===== config.mk =====
export PLATFORM = sky130hd
export DESIGN_NAME = adc_serial_config_registers
export DESIGN_NICKNAME = d
export VERILOG_FILES = /design/src/hw/adc_cfg_pkg.sv /design/src/hw/cfg_wr_if.sv /design/src/hw/serial_word_shifter.sv /design/src/hw/pattern_source.sv /design/src/hw/adc_serial_config_registers.sv
export SDC_FILE = /design/constraint.sdc
export NUM_CORES = 1
export LEC_CHECK = 0
export ABC_CLOCK_PERIOD_IN_PS = 3270
export BUFFER_PORTS_ARGS = -buffer_cell sky130_fd_sc_hd__buf_2
export CORE_MARGIN = 4
export CORE_UTILIZATION = 35
export CTS_BUF_LIST = sky130_fd_sc_hd__clkbuf_8
export DETAILED_ROUTE_END_ITERATION = 8
export PLACE_DENSITY_LB_ADDON = 0.25
export SYNTH_ARGS = -nofsm -noshare
export SYNTH_HDL_FRONTEND = slang
export SYNTH_SLANG_ARGS = --single-unit

===== constraint.sdc =====
create_clock -name mclk -period 3.27 [get_ports mclk]
set_input_delay 0.327 -clock mclk [delete_from_list [all_inputs] [get_ports mclk]]
set_output_delay 0.327 -clock mclk [all_outputs]
set_load 0.02 [all_outputs]

===== src/hw/adc_cfg_pkg.sv =====
// Constants, register map and field layout of the converter configuration bank
//
// Function
// - Reset bit clears all registers, self-clears
// - Readback line floats unless readback enabled
// - All registers read zero after reset
// - One write updates every field together
// - Swing code in bits 7..2 of 01h
// - Performance mode 00 default, 11 best
// - Gain nibble per channel, half-dB steps
// - Channel A pattern selects output source
// - Channel B pattern acts on B only
// - Toggle pattern alternates 1010 and 0101
// - Custom word from 3Fh and 40h
// - Format 11 offset binary, else twos
// - Sixteen-bit word, address then data
// - Readback enabled blocks writes, shifts data out
// - Excess bits dropped, many words per frame
package adc_cfg_pkg;
  localparam int ADDR_W = 8;
  localparam int DATA_W = 8;
  localparam int WORD_BITS = 16;
  localparam int SAMPLE_W = 14;
  localparam int NUM_REGS = 23;
  localparam logic [DATA_W-1:0] REG_RESET = 8'h00;
  localparam logic [4:0] CNT_RESET = 5'h00;
  localparam logic [ADDR_W-1:0] A_CTRL = 8'h00;
  localparam logic [ADDR_W-1:0] A_SWING = 8'h01;
  localparam logic [ADDR_W-1:0] A_PERF = 8'h03;
  localparam logic [ADDR_W-1:0] A_CHA = 8'h25;
  localparam logic [ADDR_W-1:0] A_FMT = 8'h29;
  localparam logic [ADDR_W-1:0] A_CHB = 8'h2B;
  localparam logic [ADDR_W-1:0] A_OFSEN = 8'h3D;
  localparam logic [ADDR_W-1:0] A_WORD_HI = 8'h3F;
  localparam logic [ADDR_W-1:0] A_WORD_LO = 8'h40;
  localparam logic [ADDR_W-1:0] A_IFC = 8'h41;
  localparam logic [ADDR_W-1:0] A_CLKPOS = 8'h42;
  localparam logic [ADDR_W-1:0] A_PDN = 8'h45;
  localparam logic [ADDR_W-1:0] A_HFB = 8'h4A;
  localparam logic [ADDR_W-1:0] A_HFA = 8'h58;
  localparam logic [ADDR_W-1:0] A_PEDA = 8'hBF;
  localparam logic [ADDR_W-1:0] A_PEDB = 8'hC1;
  localparam logic [ADDR_W-1:0] A_OFSLOOP = 8'hCF;
  localparam logic [ADDR_W-1:0] A_PERF45 = 8'hD5;
  localparam logic [ADDR_W-1:0] A_PERF67 = 8'hD7;
  localparam logic [ADDR_W-1:0] A_PERF8 = 8'hDB;
  localparam logic [ADDR_W-1:0] A_SLOWEN = 8'hEF;
  localparam logic [ADDR_W-1:0] A_UNLOCK = 8'hF1;
  localparam logic [ADDR_W-1:0] A_SLOWA = 8'hF2;
  localparam logic [NUM_REGS*ADDR_W-1:0] ADDR_TABLE = {
    A_SLOWA, A_UNLOCK, A_SLOWEN, A_PERF8, A_PERF67, A_PERF45, A_OFSLOOP, A_PEDB,
    A_PEDA, A_HFA, A_HFB, A_PDN, A_CLKPOS, A_IFC, A_WORD_LO, A_WORD_HI, A_OFSEN,
    A_CHB, A_FMT, A_CHA, A_PERF, A_SWING, A_CTRL};
  localparam int IDX_CTRL = 0;
  localparam int IDX_SWING = 1;
  localparam int IDX_PERF = 2;
  localparam int IDX_CHA = 3;
  localparam int IDX_FMT = 4;
  localparam int IDX_CHB = 5;
  localparam int IDX_WORD_HI = 7;
  localparam int IDX_WORD_LO = 8;
  localparam int IDX_UNLOCK = 21;
  localparam int BIT_READBACK = 0;
  localparam int BIT_SWRESET = 1;
  localparam logic [SAMPLE_W-1:0] TOGGLE_WORD = 14'h2AAA;
  typedef enum logic [2:0] {
    PAT_NORMAL, PAT_ZEROS, PAT_ONES, PAT_TOGGLE, PAT_RAMP, PAT_CUSTOM, PAT_UNUSED6, PAT_UNUSED7
  } pattern_e;
endpackage


===== src/hw/cfg_wr_if.sv =====
// Write strobe and field bundle between the serial shifter and the register bank
`timescale 1ns/1ps
interface cfg_wr_if;
  logic wr_stb;
  logic [7:0] wr_addr;
  logic [7:0] wr_data;
  logic frame;
  modport src (output wr_stb, output wr_addr, output wr_data, output frame);
  modport dst (input wr_stb, input wr_addr, input wr_data, input frame);
endinterface


===== src/hw/serial_word_shifter.sv =====
// Sixteen-bit serial word assembler sampled on falling serial clock edges
`timescale 1ns/1ps
module serial_word_shifter
  import adc_cfg_pkg::*;
(
  input wire logic mclk,
  input wire logic rst_b,
  input wire logic sclk_fall,
  input wire logic sel_active,
  input wire logic serial_in_line_s,
  cfg_wr_if.src wr
);
  logic [WORD_BITS-2:0] shift_q;
  logic [4:0] cnt_q;
  logic word_done;
  assign word_done = sel_active && sclk_fall && (cnt_q == 5'(WORD_BITS - 1));
  assign wr.frame = sel_active;

  always_ff @(posedge mclk or negedge rst_b)
  begin
    if (!rst_b)
    begin
      shift_q <= '0;
      cnt_q <= CNT_RESET;
      wr.wr_stb <= 1'b0;
      wr.wr_addr <= '0;
      wr.wr_data <= '0;
    end
    else
    begin
      wr.wr_stb <= word_done;
      if (!sel_active)
        cnt_q <= CNT_RESET;
      else if (sclk_fall)
      begin
        shift_q <= {shift_q[WORD_BITS-3:0], serial_in_line_s};
        cnt_q <= word_done ? CNT_RESET : cnt_q + 5'h01;
      end
      if (word_done)
      begin
        wr.wr_addr <= shift_q[WORD_BITS-2:DATA_W-1];
        wr.wr_data <= {shift_q[DATA_W-2:0], serial_in_line_s};
      end
    end
  end
endmodule


===== src/hw/pattern_source.sv =====
// Per-channel output source selection and data format
`timescale 1ns/1ps
module pattern_source
  import adc_cfg_pkg::*;
(
  input wire logic mclk,
  input wire logic rst_b,
  input wire logic sample_stb,
  input wire logic [2:0] sel,
  input wire logic offset_binary,
  input wire logic [SAMPLE_W-1:0] conv_data,
  input wire logic [SAMPLE_W-1:0] custom_word,
  output logic [SAMPLE_W-1:0] data_out
);
  logic tog_q;
  logic [SAMPLE_W-1:0] ramp_q;
  logic [SAMPLE_W-1:0] conv_fmt;
  logic [SAMPLE_W-1:0] src_word;
  assign conv_fmt = offset_binary ? conv_data : {~conv_data[SAMPLE_W-1], conv_data[SAMPLE_W-2:0]};
  always_comb
  begin
    case (pattern_e'(sel))
      PAT_NORMAL: src_word = conv_fmt;
      PAT_ZEROS: src_word = '0;
      PAT_ONES: src_word = '1;
      PAT_TOGGLE: src_word = tog_q ? ~TOGGLE_WORD : TOGGLE_WORD;
      PAT_RAMP: src_word = ramp_q;
      PAT_CUSTOM: src_word = custom_word;
      default: src_word = conv_fmt;
    endcase
  end
  always_ff @(posedge mclk or negedge rst_b)
  begin
    if (!rst_b)
    begin
      tog_q <= 1'b0;
      ramp_q <= '0;
      data_out <= '0;
    end
    else if (sample_stb)
    begin
      tog_q <= ~tog_q;
      ramp_q <= ramp_q + 14'h0001;
      data_out <= src_word;
    end
  end
endmodule


===== src/hw/adc_serial_config_registers.sv =====
// Configuration register bank with serial write and readback
`timescale 1ns/1ps
module adc_serial_config_registers
(
  input wire logic mclk,
  input wire logic rst_b,
  input wire logic serial_clk,
  input wire logic serial_select_n,
  input wire logic serial_in_line,
  input wire logic sample_stb,
  input wire logic [adc_cfg_pkg::SAMPLE_W-1:0] conv_a,
  input wire logic [adc_cfg_pkg::SAMPLE_W-1:0] conv_b,
  output logic serial_readback_line,
  output logic serial_readback_oe_n,
  output logic [5:0] swing_code,
  output logic swing_unlocked,
  output logic best_performance_select,
  output logic [3:0] first_channel_gain,
  output logic [3:0] second_channel_gain,
  output logic [adc_cfg_pkg::SAMPLE_W-1:0] data_a,
  output logic [adc_cfg_pkg::SAMPLE_W-1:0] data_b
);
  import adc_cfg_pkg::*;

  // ******************************************************
  // Pin synchronisers and edge detect
  // ******************************************************
  logic [1:0] sclk_s_q, sel_s_q, sdi_s_q;
  logic sclk_prev_q;
  logic sclk_fall;
  logic sclk_rise;
  logic sel_active;
  always_ff @(posedge mclk or negedge rst_b)
  begin
    if (!rst_b)
    begin
      sclk_s_q <= 2'h0;
      sel_s_q <= 2'h3;
      sdi_s_q <= 2'h0;
      sclk_prev_q <= 1'b0;
    end
    else
    begin
      sclk_s_q <= {sclk_s_q[0], serial_clk};
      sel_s_q <= {sel_s_q[0], serial_select_n};
      sdi_s_q <= {sdi_s_q[0], serial_in_line};
      sclk_prev_q <= sclk_s_q[1];
    end
  end
  assign sclk_fall = sclk_prev_q && !sclk_s_q[1];
  assign sclk_rise = !sclk_prev_q && sclk_s_q[1];
  assign sel_active = !sel_s_q[1];

  // ******************************************************
  // Word assembly
  // ******************************************************
  cfg_wr_if wr ();
  serial_word_shifter u_shift (
    .mclk(mclk),
    .rst_b(rst_b),
    .sclk_fall(sclk_fall),
    .sel_active(sel_active),
    .serial_in_line_s(sdi_s_q[1]),
    .wr(wr)
  );

  // ******************************************************
  // Register file
  // ******************************************************
  function automatic int unsigned addr_index(input logic [ADDR_W-1:0] a);
    int unsigned r;
    r = NUM_REGS;
    for (int i = 0; i < NUM_REGS; i++)
      if (ADDR_TABLE[i*ADDR_W +: ADDR_W] == a)
        r = i;
    return r;
  endfunction

  logic [DATA_W-1:0] regs_q [NUM_REGS];
  logic readback_on;
  logic soft_reset;
  int unsigned wr_idx;
  logic wr_hit;
  assign readback_on = regs_q[IDX_CTRL][BIT_READBACK];
  assign wr_idx = addr_index(wr.wr_addr);
  assign wr_hit = wr.wr_stb && (wr_idx < NUM_REGS) && !readback_on;
  assign soft_reset = wr_hit && (wr_idx == IDX_CTRL) && wr.wr_data[BIT_SWRESET];

  always_ff @(posedge mclk or negedge rst_b)
  begin
    if (!rst_b)
    begin
      for (int i = 0; i < NUM_REGS; i++)
        regs_q[i] <= REG_RESET;
    end
    else if (soft_reset)
    begin
      for (int i = 0; i < NUM_REGS; i++)
        regs_q[i] <= REG_RESET;
    end
    else if (wr_hit)
      regs_q[wr_idx] <= wr.wr_data;
  end

  // ******************************************************
  // Readback shifter
  // ******************************************************
  logic [4:0] rb_cnt_q;
  logic [DATA_W-1:0] rb_shift_q;
  int unsigned rb_idx;
  logic [ADDR_W-1:0] rb_addr_q;
  logic [ADDR_W-1:0] rb_addr_next;
  logic [DATA_W-1:0] rb_value;
  assign rb_addr_next = {rb_addr_q[ADDR_W-2:0], sdi_s_q[1]};
  assign rb_idx = addr_index(rb_addr_next);
  assign rb_value = (rb_idx < NUM_REGS) ? regs_q[rb_idx] : REG_RESET;
  always_ff @(posedge mclk or negedge rst_b)
  begin
    if (!rst_b)
    begin
      rb_cnt_q <= CNT_RESET;
      rb_shift_q <= '0;
      rb_addr_q <= '0;
      serial_readback_line <= 1'b0;
      serial_readback_oe_n <= 1'b1;
    end
    else
    begin
      serial_readback_oe_n <= !readback_on;
      if (!sel_active)
        rb_cnt_q <= CNT_RESET;
      else if (sclk_fall)
      begin
        rb_cnt_q <= (rb_cnt_q == 5'(WORD_BITS - 1)) ? CNT_RESET : rb_cnt_q + 5'h01;
        if (rb_cnt_q < 5'(ADDR_W))
          rb_addr_q <= rb_addr_next;
        if (rb_cnt_q == 5'(ADDR_W - 1))
          rb_shift_q <= rb_value;
        else
          rb_shift_q <= {rb_shift_q[DATA_W-2:0], 1'b0};
      end
      if (sclk_rise && readback_on && rb_cnt_q >= 5'(ADDR_W))
        serial_readback_line <= rb_shift_q[DATA_W-1];
      else if (!readback_on)
        serial_readback_line <= 1'b0;
    end
  end

  // ******************************************************
  // Field outputs
  // ******************************************************
  logic [SAMPLE_W-1:0] custom_word;
  logic offset_binary;
  assign custom_word = {regs_q[IDX_WORD_HI][5:0], regs_q[IDX_WORD_LO]};
  assign offset_binary = (regs_q[IDX_FMT][4:3] == 2'h3);
  always_ff @(posedge mclk or negedge rst_b)
  begin
    if (!rst_b)
    begin
      swing_code <= '0;
      swing_unlocked <= 1'b0;
      best_performance_select <= 1'b0;
      first_channel_gain <= '0;
      second_channel_gain <= '0;
    end
    else
    begin
      swing_code <= regs_q[IDX_SWING][7:2];
      swing_unlocked <= (regs_q[IDX_UNLOCK][1:0] == 2'h3);
      best_performance_select <= (regs_q[IDX_PERF][1:0] == 2'h3);
      first_channel_gain <= regs_q[IDX_CHA][7:4];
      second_channel_gain <= regs_q[IDX_CHB][7:4];
    end
  end

  pattern_source u_pat_a (
    .mclk(mclk),
    .rst_b(rst_b),
    .sample_stb(sample_stb),
    .sel(regs_q[IDX_CHA][2:0]),
    .offset_binary(offset_binary),
    .conv_data(conv_a),
    .custom_word(custom_word),
    .data_out(data_a)
  );
  pattern_source u_pat_b (
    .mclk(mclk),
    .rst_b(rst_b),
    .sample_stb(sample_stb),
    .sel(regs_q[IDX_CHB][2:0]),
    .offset_binary(offset_binary),
    .conv_data(conv_b),
    .custom_word(custom_word),
    .data_out(data_b)
  );

  // ******************************************************
  // Assertions
  // ******************************************************
  property p_swreset;
    @(posedge mclk) disable iff (!rst_b)
    soft_reset |=> (regs_q[IDX_CTRL] == REG_RESET) && (regs_q[IDX_CHA] == REG_RESET);
  endproperty
  a_swreset: assert property (p_swreset) else $error("soft reset left state");
  property p_float;
    @(posedge mclk) disable iff (!rst_b)
    !readback_on |=> serial_readback_oe_n;
  endproperty
  a_float: assert property (p_float) else $error("readback drove while off");
  property p_zero_after;
    @(posedge mclk) $rose(rst_b) |-> regs_q[IDX_SWING] == REG_RESET;
  endproperty
  a_zero_after: assert property (p_zero_after) else $error("nonzero after reset");
  property p_write;
    @(posedge mclk) disable iff (!rst_b)
    (wr_hit && !soft_reset) |=> regs_q[$past(wr_idx)] == $past(wr.wr_data);
  endproperty
  a_write: assert property (p_write) else $error("write lost");
  property p_gain;
    @(posedge mclk) disable iff (!rst_b)
    ##1 first_channel_gain == $past(regs_q[IDX_CHA][7:4]);
  endproperty
  a_gain: assert property (p_gain) else $error("gain mismatch");
  property p_perf;
    @(posedge mclk) disable iff (!rst_b)
    (regs_q[IDX_PERF][1:0] == 2'h3) [*2] |-> best_performance_select;
  endproperty
  a_perf: assert property (p_perf) else $error("perf select wrong");
  property p_block;
    @(posedge mclk) disable iff (!rst_b)
    (wr.wr_stb && readback_on) |=> $stable(regs_q[IDX_SWING]);
  endproperty
  a_block: assert property (p_block) else $error("write during readback");
  property p_strobe;
    @(posedge mclk) disable iff (!rst_b)
    wr.wr_stb |=> !wr.wr_stb;
  endproperty
  a_strobe: assert property (p_strobe) else $error("strobe too long");
  property p_custom;
    @(posedge mclk) disable iff (!rst_b)
    (sample_stb && regs_q[IDX_CHA][2:0] == 3'h5) |=> data_a == $past(custom_word);
  endproperty
  a_custom: assert property (p_custom) else $error("custom word wrong");
  property p_drive;
    @(posedge mclk) disable iff (!rst_b)
    readback_on |=> !serial_readback_oe_n;
  endproperty
  a_drive: assert property (p_drive) else $error("readback line not driven");
  property p_quiet;
    @(posedge mclk) disable iff (!rst_b)
    !readback_on |=> !serial_readback_line;
  endproperty
  a_quiet: assert property (p_quiet) else $error("readback data while off");
  property p_swing;
    @(posedge mclk) disable iff (!rst_b)
    1'b1 |=> swing_code == $past(regs_q[IDX_SWING][7:2]);
  endproperty
  a_swing: assert property (p_swing) else $error("swing code mismatch");
  property p_gain_b;
    @(posedge mclk) disable iff (!rst_b)
    1'b1 |=> second_channel_gain == $past(regs_q[IDX_CHB][7:4]);
  endproperty
  a_gain_b: assert property (p_gain_b) else $error("second gain mismatch");
  property p_ones;
    @(posedge mclk) disable iff (!rst_b)
    (sample_stb && regs_q[IDX_CHA][2:0] == 3'h2) |=> data_a == '1;
  endproperty
  a_ones: assert property (p_ones) else $error("all ones pattern wrong");
  property p_zeros_b;
    @(posedge mclk) disable iff (!rst_b)
    (sample_stb && regs_q[IDX_CHB][2:0] == 3'h1) |=> data_b == '0;
  endproperty
  a_zeros_b: assert property (p_zeros_b) else $error("second zeros pattern wrong");
  property p_raw;
    @(posedge mclk) disable iff (!rst_b)
    (sample_stb && regs_q[IDX_CHB][2:0] == 3'h0 && offset_binary) |=> data_b == $past(conv_b);
  endproperty
  a_raw: assert property (p_raw) else $error("offset binary data wrong");
  property p_twos;
    @(posedge mclk) disable iff (!rst_b)
    (sample_stb && regs_q[IDX_CHA][2:0] == 3'h0 && !offset_binary) |=>
      data_a == {~$past(conv_a[SAMPLE_W-1]), $past(conv_a[SAMPLE_W-2:0])};
  endproperty
  a_twos: assert property (p_twos) else $error("twos complement data wrong");
  property p_toggle;
    @(posedge mclk) disable iff (!rst_b)
    (sample_stb && regs_q[IDX_CHA][2:0] == 3'h3) |=>
      data_a == ($past(u_pat_a.tog_q) ? ~TOGGLE_WORD : TOGGLE_WORD);
  endproperty
  a_toggle: assert property (p_toggle) else $error("toggle word wrong");
  property p_alternate;
    @(posedge mclk) disable iff (!rst_b)
    sample_stb |=> u_pat_a.tog_q != $past(u_pat_a.tog_q);
  endproperty
  a_alternate: assert property (p_alternate) else $error("toggle phase stuck");
  property p_discard;
    @(posedge mclk) disable iff (!rst_b)
    !sel_active |=> !wr.wr_stb;
  endproperty
  a_discard: assert property (p_discard) else $error("write outside frame");
  property p_frame;
    @(posedge mclk) disable iff (!rst_b)
    wr.wr_stb |-> $past(wr.frame);
  endproperty
  a_frame: assert property (p_frame) else $error("strobe without frame");
  c_write: cover property (@(posedge mclk) disable iff (!rst_b) wr_hit);
  c_reset: cover property (@(posedge mclk) disable iff (!rst_b) soft_reset);
  c_readback: cover property (@(posedge mclk) disable iff (!rst_b)
    readback_on && !serial_readback_oe_n && sclk_rise);
  c_custom: cover property (@(posedge mclk) disable iff (!rst_b)
    sample_stb && regs_q[IDX_CHA][2:0] == 3'h5);
  c_toggle: cover property (@(posedge mclk) disable iff (!rst_b)
    sample_stb && regs_q[IDX_CHB][2:0] == 3'h3);
endmodule


* After elaboration in Yosys (flattened, before gate mapping)
Cells that the tools add are included.
** Word-level totals
- Flip-flop bits (word level) :: 324
- Input port bits :: 34
- Output and inout port bits :: 46
- Word-level logic and storage cells :: 219
** Cells by class
- Add/sub/neg operators :: 4
- Order comparisons :: 7
- Equal/unequal tests :: 61
- Multiplexer cells :: 70
- Bitwise logic cells :: 7
- Reductions and logical operators :: 22
** Operators with widths (count)
- 2-to-1 mux 32 bit :: 44
- 2-to-1 mux 184 bit :: 2
- bitwise mux 184 bit :: 1
- == test 8 bit, first input constant :: 18
- case mux 14 bit (5 select lines) :: 2
- == test 7 x 8 -> 1 bit, first input constant :: 12
- == test 6 x 8 -> 1 bit, first input constant :: 10
- >= comparator 33 x 6 -> 1 bit, second input constant :: 2
- inverter 32 -> 33 bit :: 2
- < comparator 32 x 5 -> 1 bit, second input constant :: 2
- 2-to-1 mux 14 bit :: 4
- binary-select mux 8 bit (select 5 bit) :: 1
- demux 8 bit (select 5 bit) :: 1
- 2-to-1 mux 5 bit :: 8
- 2-to-1 mux 8 bit :: 5
- < comparator 33 x 1 -> 1 bit, second input constant :: 1
- zero test 32 bit :: 1
- adder 14 x 1 -> 14 bit, second input constant :: 2
- == test 1 x 8 -> 1 bit, first input constant :: 2
- == test 2 x 8 -> 1 bit, first input constant :: 2
- zero test 8 bit :: 2
- == test 3 x 2 -> 1 bit, second input constant :: 4
- == test 3 bit, second input constant :: 4
- logical AND 1 bit :: 11
- other kinds (14) :: 28

* Longest topological paths before layout
Gate-level depths: netlist (run 1).
- Word-level depth :: 32
- Depth in mapped cells :: 13
- Depth with buffers taken out :: 8

* Hierarchy
From an unflattened synthesis (run 1), not the netlist that was laid out.
** Unflattened totals
- Cell total of the unflattened synthesis :: 1673
- Area, all modules :: 16648.5 um^2
** Modules (own cells, without submodules)
- adc_serial_config_registers :: instances 1, cells each 1240, area an instance 11855.1 um^2, seq. area each 5734.2 um^2
- pattern_source :: instances 2, cells each 171, area an instance 1644.1 um^2, seq. area each 725.7 um^2
- serial_word_shifter :: instances 1, cells each 91, area an instance 1505.2 um^2, seq. area each 925.9 um^2

* Worst setup path after synthesis (run 1)
No wires, ideal clock.
- Path kind :: register -> register
- Start point :: register rb_addr_q[2]
- End point :: register rb_shift_q[3]
- Setup time :: 94 ps
- Arrival :: 2631 ps
- Required time :: 3176 ps
- Path slack :: 545 ps
- Stages on the path, launching flop included :: 10
- Buffers on the path :: 1
- Period minus slack after synthesis :: 2725 ps
- Path through :: dfrtp_1 > or3_1 > buf_2 > a2111oi_4 > or3_4 > nor2_4 > mux2_4 > a221o_1 > o311a_1 > a221oi_2
** On the way
- Word-level cells in the longest chain between the ends :: 30
- Elaborated cells on any way between the ends :: 53
- Those cells by class :: order compare: 1; eq/ne: 22; mux: 28; bitwise: 1; reduce/logical: 1
** Ends and longest elaborated chain
- start, declared :: RTL line adc_serial_config_registers.sv:111 : logic [ADDR_W-1:0] rb_addr_q;
- start signal, assigned :: RTL line adc_serial_config_registers.sv:136 : rb_addr_q <= rb_addr_next;
- zero test 8 bit :: RTL line adc_serial_config_registers.sv:74 : if (ADDR_TABLE[i*ADDR_W +: ADDR_W] == a)
- 2-to-1 mux 5 bit :: RTL line adc_serial_config_registers.sv:74
- 2-to-1 mux 32 bit (21 in a row) :: RTL line adc_serial_config_registers.sv:74
- 2-to-1 mux 32 bit (*) :: RTL line adc_serial_config_registers.sv:74
- parallel branches: the longest is 4 deep, another holds < comparator 32 x 5 -> 1 bit
- 2-to-1 mux 8 bit (*) :: RTL line adc_serial_config_registers.sv:116 : assign rb_value = (rb_idx < NUM_REGS) ? regs_q[rb_idx] : REG_RESET;
- 2-to-1 mux 8 bit (*) :: RTL line adc_serial_config_registers.sv:137 : if (rb_cnt_q == 5'(ADDR_W - 1))
- end signal, assigned :: RTL line adc_serial_config_registers.sv:138 : rb_shift_q <= rb_value;
- end signal, assigned :: RTL line adc_serial_config_registers.sv:140 : rb_shift_q <= {rb_shift_q[DATA_W-2:0], 1'b0};
- end, declared :: RTL line adc_serial_config_registers.sv:109 : logic [DATA_W-1:0] rb_shift_q;
Mark *: on every way between the ends. The select of a mux whose other input is x is not followed.
A chain may end at the register's enable or synchronous reset.

* Final worst setup path (run 1)
- Start point :: register rb_addr_q[0]
- End point :: register rb_shift_q[3]
Same word-level chain as after synthesis.

==> results of run 1 <==
-- Yosys cell counts (all sizes together) (31+ instances only) --
| cell type | instances |
|---|---|
| a211oi | 36 |
| a21oi | 49 |
| buf | 43 |
| clkbuf | 73 |
| dfrtp | 321 |
| mux2 | 46 |
| mux2i | 218 |
| nand2 | 161 |
| nand3 | 70 |
| nand4 | 31 |
| nor2 | 227 |
| o21ai | 72 |
-- where the power goes --
| part | switching, mW | internal, mW |
|---|---|---|
| clock | 1.74 | 1.96 |
| combinational | 1.29 | 0.820 |
| sequential | 0.273 | 4.23 |
| total | 3.30 | 7.02 |
-- repair_timing --
action / CTS / global route
endpoints found under the hold margin: 71 / 0
hold buffers: 4 / 0
resized for setup: 0 / 3
setup endpoints to repair: 0 / 7
-- layout make-up --
| cell class | instances | area, µm² |
|---|---|---|
| Fill cell | 4590 | 27500 |
| Sequential cell | 324 | 8110 |
| Multi-Input combinational cell | 1173 | 7820 |
| Timing Repair Buffer | 167 | 1210 |
| Clock buffer | 65 | 895 |
| Tap cell | 607 | 759 |
| Clock inverter | 35 | 213 |
| Inverter | 24 | 90.1 |
| Antenna cell | 2 | 5.00 |
-- path summary, 6_finish.rpt --
path | slack (ps) | to | cells past startpoint
worst min register to register | 360 | sel_s_q[1] | 0
worst max-delay path | 170 | rb_shift_q[3] | 9
worst max register to register | 170 | rb_shift_q[3] | 9
min in group asynchronous | 260 | u_shift.shift_q[11] | 2
max in group asynchronous | 2190 | regs_q[151] | 3
worst min-delay path | 80 | u_pat_a.tog_q | 2
-- sequential cells by signal, summed over array words and instances (netlist names), 4 cells and up --
signal               cells
u_pat_a.data_out        14
regs_q                 169
custom_word             14
u_shift.wr.wr_addr       8
u_pat_b.ramp_q          14
first_channel_gain       4
u_pat_b.data_out        14
u_shift.wr.wr_data       8
u_shift.shift_q         15
rb_cnt_q                 5
swing_code               6
u_shift.cnt_q            5
second_channel_gain      4
u_pat_a.ramp_q          14
rb_shift_q               8
rb_addr_q                7
-- cells by family after synthesis --
group	synth area share
AOI/OAI and AO/OA	0.113
DFF	0.493
buffers and inverters	0.0351
and+or+nand+nor	0.172
xor gates and xnor gates	0.0197
adders and majority gates	0.00304
muxes	0.164
-- stage by stage --
stage	util	TNS (ps)	instances	instance area, µm²
2_1_floorplan	-	0	1637	16500
3_3_place_gp	0.385	-24.0	2291	17900
3_5_place_dp	0.385	0	2291	17900
4_1_cts	0.410	0	2395	19100
5_1_grt	0.410	0	2396	19100
6_report	0.410	0	2397	19100
-- layer usage --
metal	vias to the layer above	global-route usage	part of all wire
li1	6061	-	-
met1	6584	0.307	0.47
met2	389	0.316	0.44
met3	95	0.0419	0.057
met4	0	0.0682	0.030
met5	-	0	0
==> flow_summary.ini, run 1 <==
[drt]
dr.pass1.iters = 5
vias_per_cell = 5.48
finalWirelength_um = 53700
num_vias = 13100
ant_nets = 0
drc = 0
wl_per_cell_um = 22.4
drt-initial-drc-count = 1009

[cts]
cts_root_buf = clkbuf_8
cts_buffer_depth = 3
clkSinkCount = 324
htree_num_levels = 2
numCtsBuffers = 55
tritoncts = built
clkTransAtPathRegs_ps = 60
cts_setup_buffers = 0
clk_latency_ps = 670

[setup_path]
required_ps = 3830
worstSetupStartpoint = rb_addr_q[0]
cp.arrival_ps = 3670
crit_fanout = 19
endpoint_kind = flip-flop
path_cells = and3b_1 -> a32oi_1 -> o221ai_4 -> nor2_4 -> buf_12 -> nand2_1 -> a31o_1 -> o311a_1 -> a221oi_2
cp_num_buf_inv = 1
cp_slowest_cell = dfrtp_1
cp-start-kind = flip-flop
r2r-start = rb_addr_q[0]
critPathMaxStageDelay_ps = 670
critPathKind = flip-flop to flip-flop
crit_family = compound AO/OA/AOI/OAI gates

[synth]
synthCells = 1637
synthTopCellsByArea = dfrtp_1 (49%), mux2i_1 (13%), nor2_1 (5.2%), nand2_1 (3.6%), mux2_2 (2.9%)
ys_seq_area_frac = 0.493
synth-seq-cells = 324
avgSynthCellArea_um2 = 10.1
synth.distinct_cells = 84
ys_warn_count = 0
yosysTopAreaCell = dfrtp_1
synth_edf_count = 0
synthArstFlopShare = 1.00
syn_area_mm2 = 0.0165
postSynthNetCount = 1675
synth.top_cell.area_share = 0.488
synth_ff_type = dfrtp_1

[timing]
hold_viol_final = 0
slew_violations = 0
holdWs_ps = 80.8
tightest_slew_ps = 1010
rsz0062_at_grt = false
fmax_mhz = 322
fin_worst_skew_ps = 31.8
setup_violations = 0
worst_slew_margin_rel = 0.324
period_needed_ps = 3100
min_period_over_period = 0.949
worst_slack_ps = 167

[flow_run]
drv_cap = 0

[finish]
drive_above_1_share = 0.178
syn_to_final_growth_pct = 16.1
final_cell_mix = dfrtp_1 (320), nor2_1 (225), mux2i_1 (218), nand2_1 (160), buf_2 (78)
nets = 1783
layout_commonest_cell = dfrtp_1

[placed_design]
port_buffers = 79
hpwl_um = 37100
place_ws_ps = 53.4
place_congestion = 0.943

[run_status]
status = finished clean

[global_route]
grt_pass1_wl_um = 82200
grtUsageTotal = 0.211
antenna_found_initial = 1
grt_max_degree = 101
grt_pass1_vias = 13100
grt_overflow_total = 0

[floorplan]
die_area_mm2 = 0.0506
start_util = 0.354
rows = 79
ioPinCount = 80
die_w_um = 225
core-area_mm2 = 0.0466
die_h_um = 225

[power]
power_mw = 10.3
ir_drop_mv = 0.328
p_per_area_mw_per_mm2 = 540
p_leak_nw = 9.29

[min_path]
hold_class = input port to flip-flop
hp-start = sample_stb
No activity file was read; power rests on OpenSTA's default activity.
==> run 2, diff against run 1 <==
==> constraint.sdc (replaced) <==
create_clock -name mclk -period 3.27 [get_ports mclk]
set_input_delay 0.654 -clock mclk [delete_from_list [all_inputs] [get_ports mclk]]
set_output_delay 0.654 -clock mclk [all_outputs]
set_load 0.02 [all_outputs]
==> run 2 against run 1 <==
  * Sequential power increased by 0.9%
  * First-iteration DRC count is 19% higher
  * Die area did not move
  * Sequential cell count stayed put
  * Maximum frequency grew 1.5%
  * Clock-buffer cell count rose by 12
  * Combinational power about the same
  * Worst setup slack improved by 46 ps
  * Largest cell class unchanged
==> flow_summary.ini, run 2 (synthesis results as in run 1) <==
[finish]
drive_above_1_share = 0.186
largest_reg_flops = 169
final_cell_mix = dfrtp_1 (320), nor2_1 (225), mux2i_1 (218), nand2_1 (160), buf_2 (78)
nFillCells = 4579
nets = 1781
layout_commonest_cell = dfrtp_1
design_area_mm2 = 0.0193
syn_to_final_growth_pct = 17.0
largest_registers = regs_q (169), u_shift.shift_q (15)
instances_no_fill = 2396
largest-register = regs_q

[flow_run]
drv_cap = 0

[placed_design]
place_congestion = 0.944
dpl_cell_area_mm2 = 0.0180
dp_cells = 2291
hpwl_um = 37000
port_buffers = 79

[cts]
clkTransAtPathRegs_ps = 70
cts_buffer_depth = 3
numCtsBuffers = 56
clkSinkCount = 324
cts_root_buf = clkbuf_8
tritoncts = built
htree_num_levels = 2
clk_latency_ps = 670
cts_setup_buffers = 0

[run_status]
status = finished clean

[global_route]
met2_usage = 0.317
grtUsageTotal = 0.210
top_usage_layer = met2
grt_pass1_vias = 13100
grt_max_degree = 104
antenna_found_initial = 1
grt.met3_usage = 0.0355
grt_pass1_wl_um = 82200
met1_usage = 0.307
grt_overflow_total = 0

[floorplan]
start_util = 0.354
ioPinCount = 80
core-area_mm2 = 0.0466
die_area_mm2 = 0.0506
die_w_um = 225
rows = 79
die_h_um = 225

[power]
switchingPower_mw = 3.34
p_sw_frac = 0.312
p_seq_frac = 0.423
p_per_area_mw_per_mm2 = 557
power_mw = 10.7
p_leak_nw = 9.33
combPwrFrac = 0.194
p_int_mw = 7.38
ir_drop_mv = 0.347
clock_power_share = 0.383

[timing]
rsz0062_at_grt = false
fin_worst_skew_ps = 48.6
period_needed_ps = 3060
tns_ps = 0
setup_violations = 0
worst_slew_margin_rel = 0.328
slew_violations = 0
tightest_slew_ps = 1000
min_period_over_period = 0.935
fmax_mhz = 327
holdWs_ps = 86.4
hold_viol_final = 0

[setup_path]
cp.arrival_ps = 3660
critPathKind = flip-flop to flip-flop
worstSetupStartpoint = sdi_s_q[1]
crit_fanout = 18
required_ps = 3870
endpoint_kind = flip-flop
cp-start-kind = flip-flop
r2r-start = sdi_s_q[1]

[drt]
num_vias = 13200
drc = 0
vias_per_cell = 5.52
drt-initial-drc-count = 1201
wl_per_cell_um = 22.4
ant_nets = 0
finalWirelength_um = 53800
dr.pass1.iters = 7

[min_path]
hold_class = input port to flip-flop
hp-start = serial_select_n
## run 2: stage by stage
step / utilization / worst slack, ps
6_report: 0.414 / 214
5_1_grt: 0.414 / 20.3
4_1_cts: 0.413 / 120
3_5_place_dp: 0.386 / 161
3_3_place_gp: 0.386 / 68.2
2_1_floorplan: - / 545
## run 2: routing by layer
| metal | vias to the layer above | part of all wire |
|---|---|---|
| met4 | 0 | 0.034 |
| met2 | 445 | 0.44 |
| met3 | 104 | 0.059 |
| li1 | 6053 | - |
| met1 | 6618 | 0.46 |
| met5 | - | 0 |
## run 2: critical path, cell delays in order (launching register included)
cell	delay [ps]
dfrtp_1	730
nor4_1	140
o211ai_1	410
o221ai_4	220
nor2_4	410
buf_4	280
mux2i_1	130
a22o_1	260
a2111o_1	300
o21ai_1	120
## run 2: timing repair
action                                  4_1_cts  5_1_grt
gates resized for setup                       0        3
hold buffers                                  1        0
endpoints found under the setup margin        0        7
hold endpoints to repair                     46        0
## run 2: area by class of cell
cell class	count	area (µm²)	area share
Clock buffer	77	1060	0.0550
Clock inverter	26	211	0.0110
Inverter	24	90.1	0.00468
Antenna cell	1	2.50	0.000130
Timing Repair Buffer	164	1200	0.0621
Multi-Input combinational cell	1173	7820	0.406
Sequential cell	324	8110	0.421
Tap cell	607	759	0.0394
## run 2: path summary, 6_finish.rpt
check                                        end  slack, ps  depth (start not counted)
setup / recovery                   rb_shift_q[5]        210                          9
hold / removal                        sel_s_q[0]         90                          1
setup reg to reg                   rb_shift_q[5]        210                          9
hold reg to reg                       sel_s_q[1]        360                          0
max in group asynchronous  first_channel_gain[0]       1910                          3
min in group asynchronous  u_shift.wr.wr_addr[3]        530                          2
## run 2: power by group through the flow
stage | sequential (mW) | combinational, mW | clock [mW]
finish | 4.54 | 2.08 | 4.11
global route | 4.57 | 2.23 | 4.37
CTS | 4.54 | 2.04 | 4.22
detailed placement | 4.60 | 2.04 | 0
global placement | 4.60 | 2.00 | 0
floorplan | 4.50 | 1.28 | 0
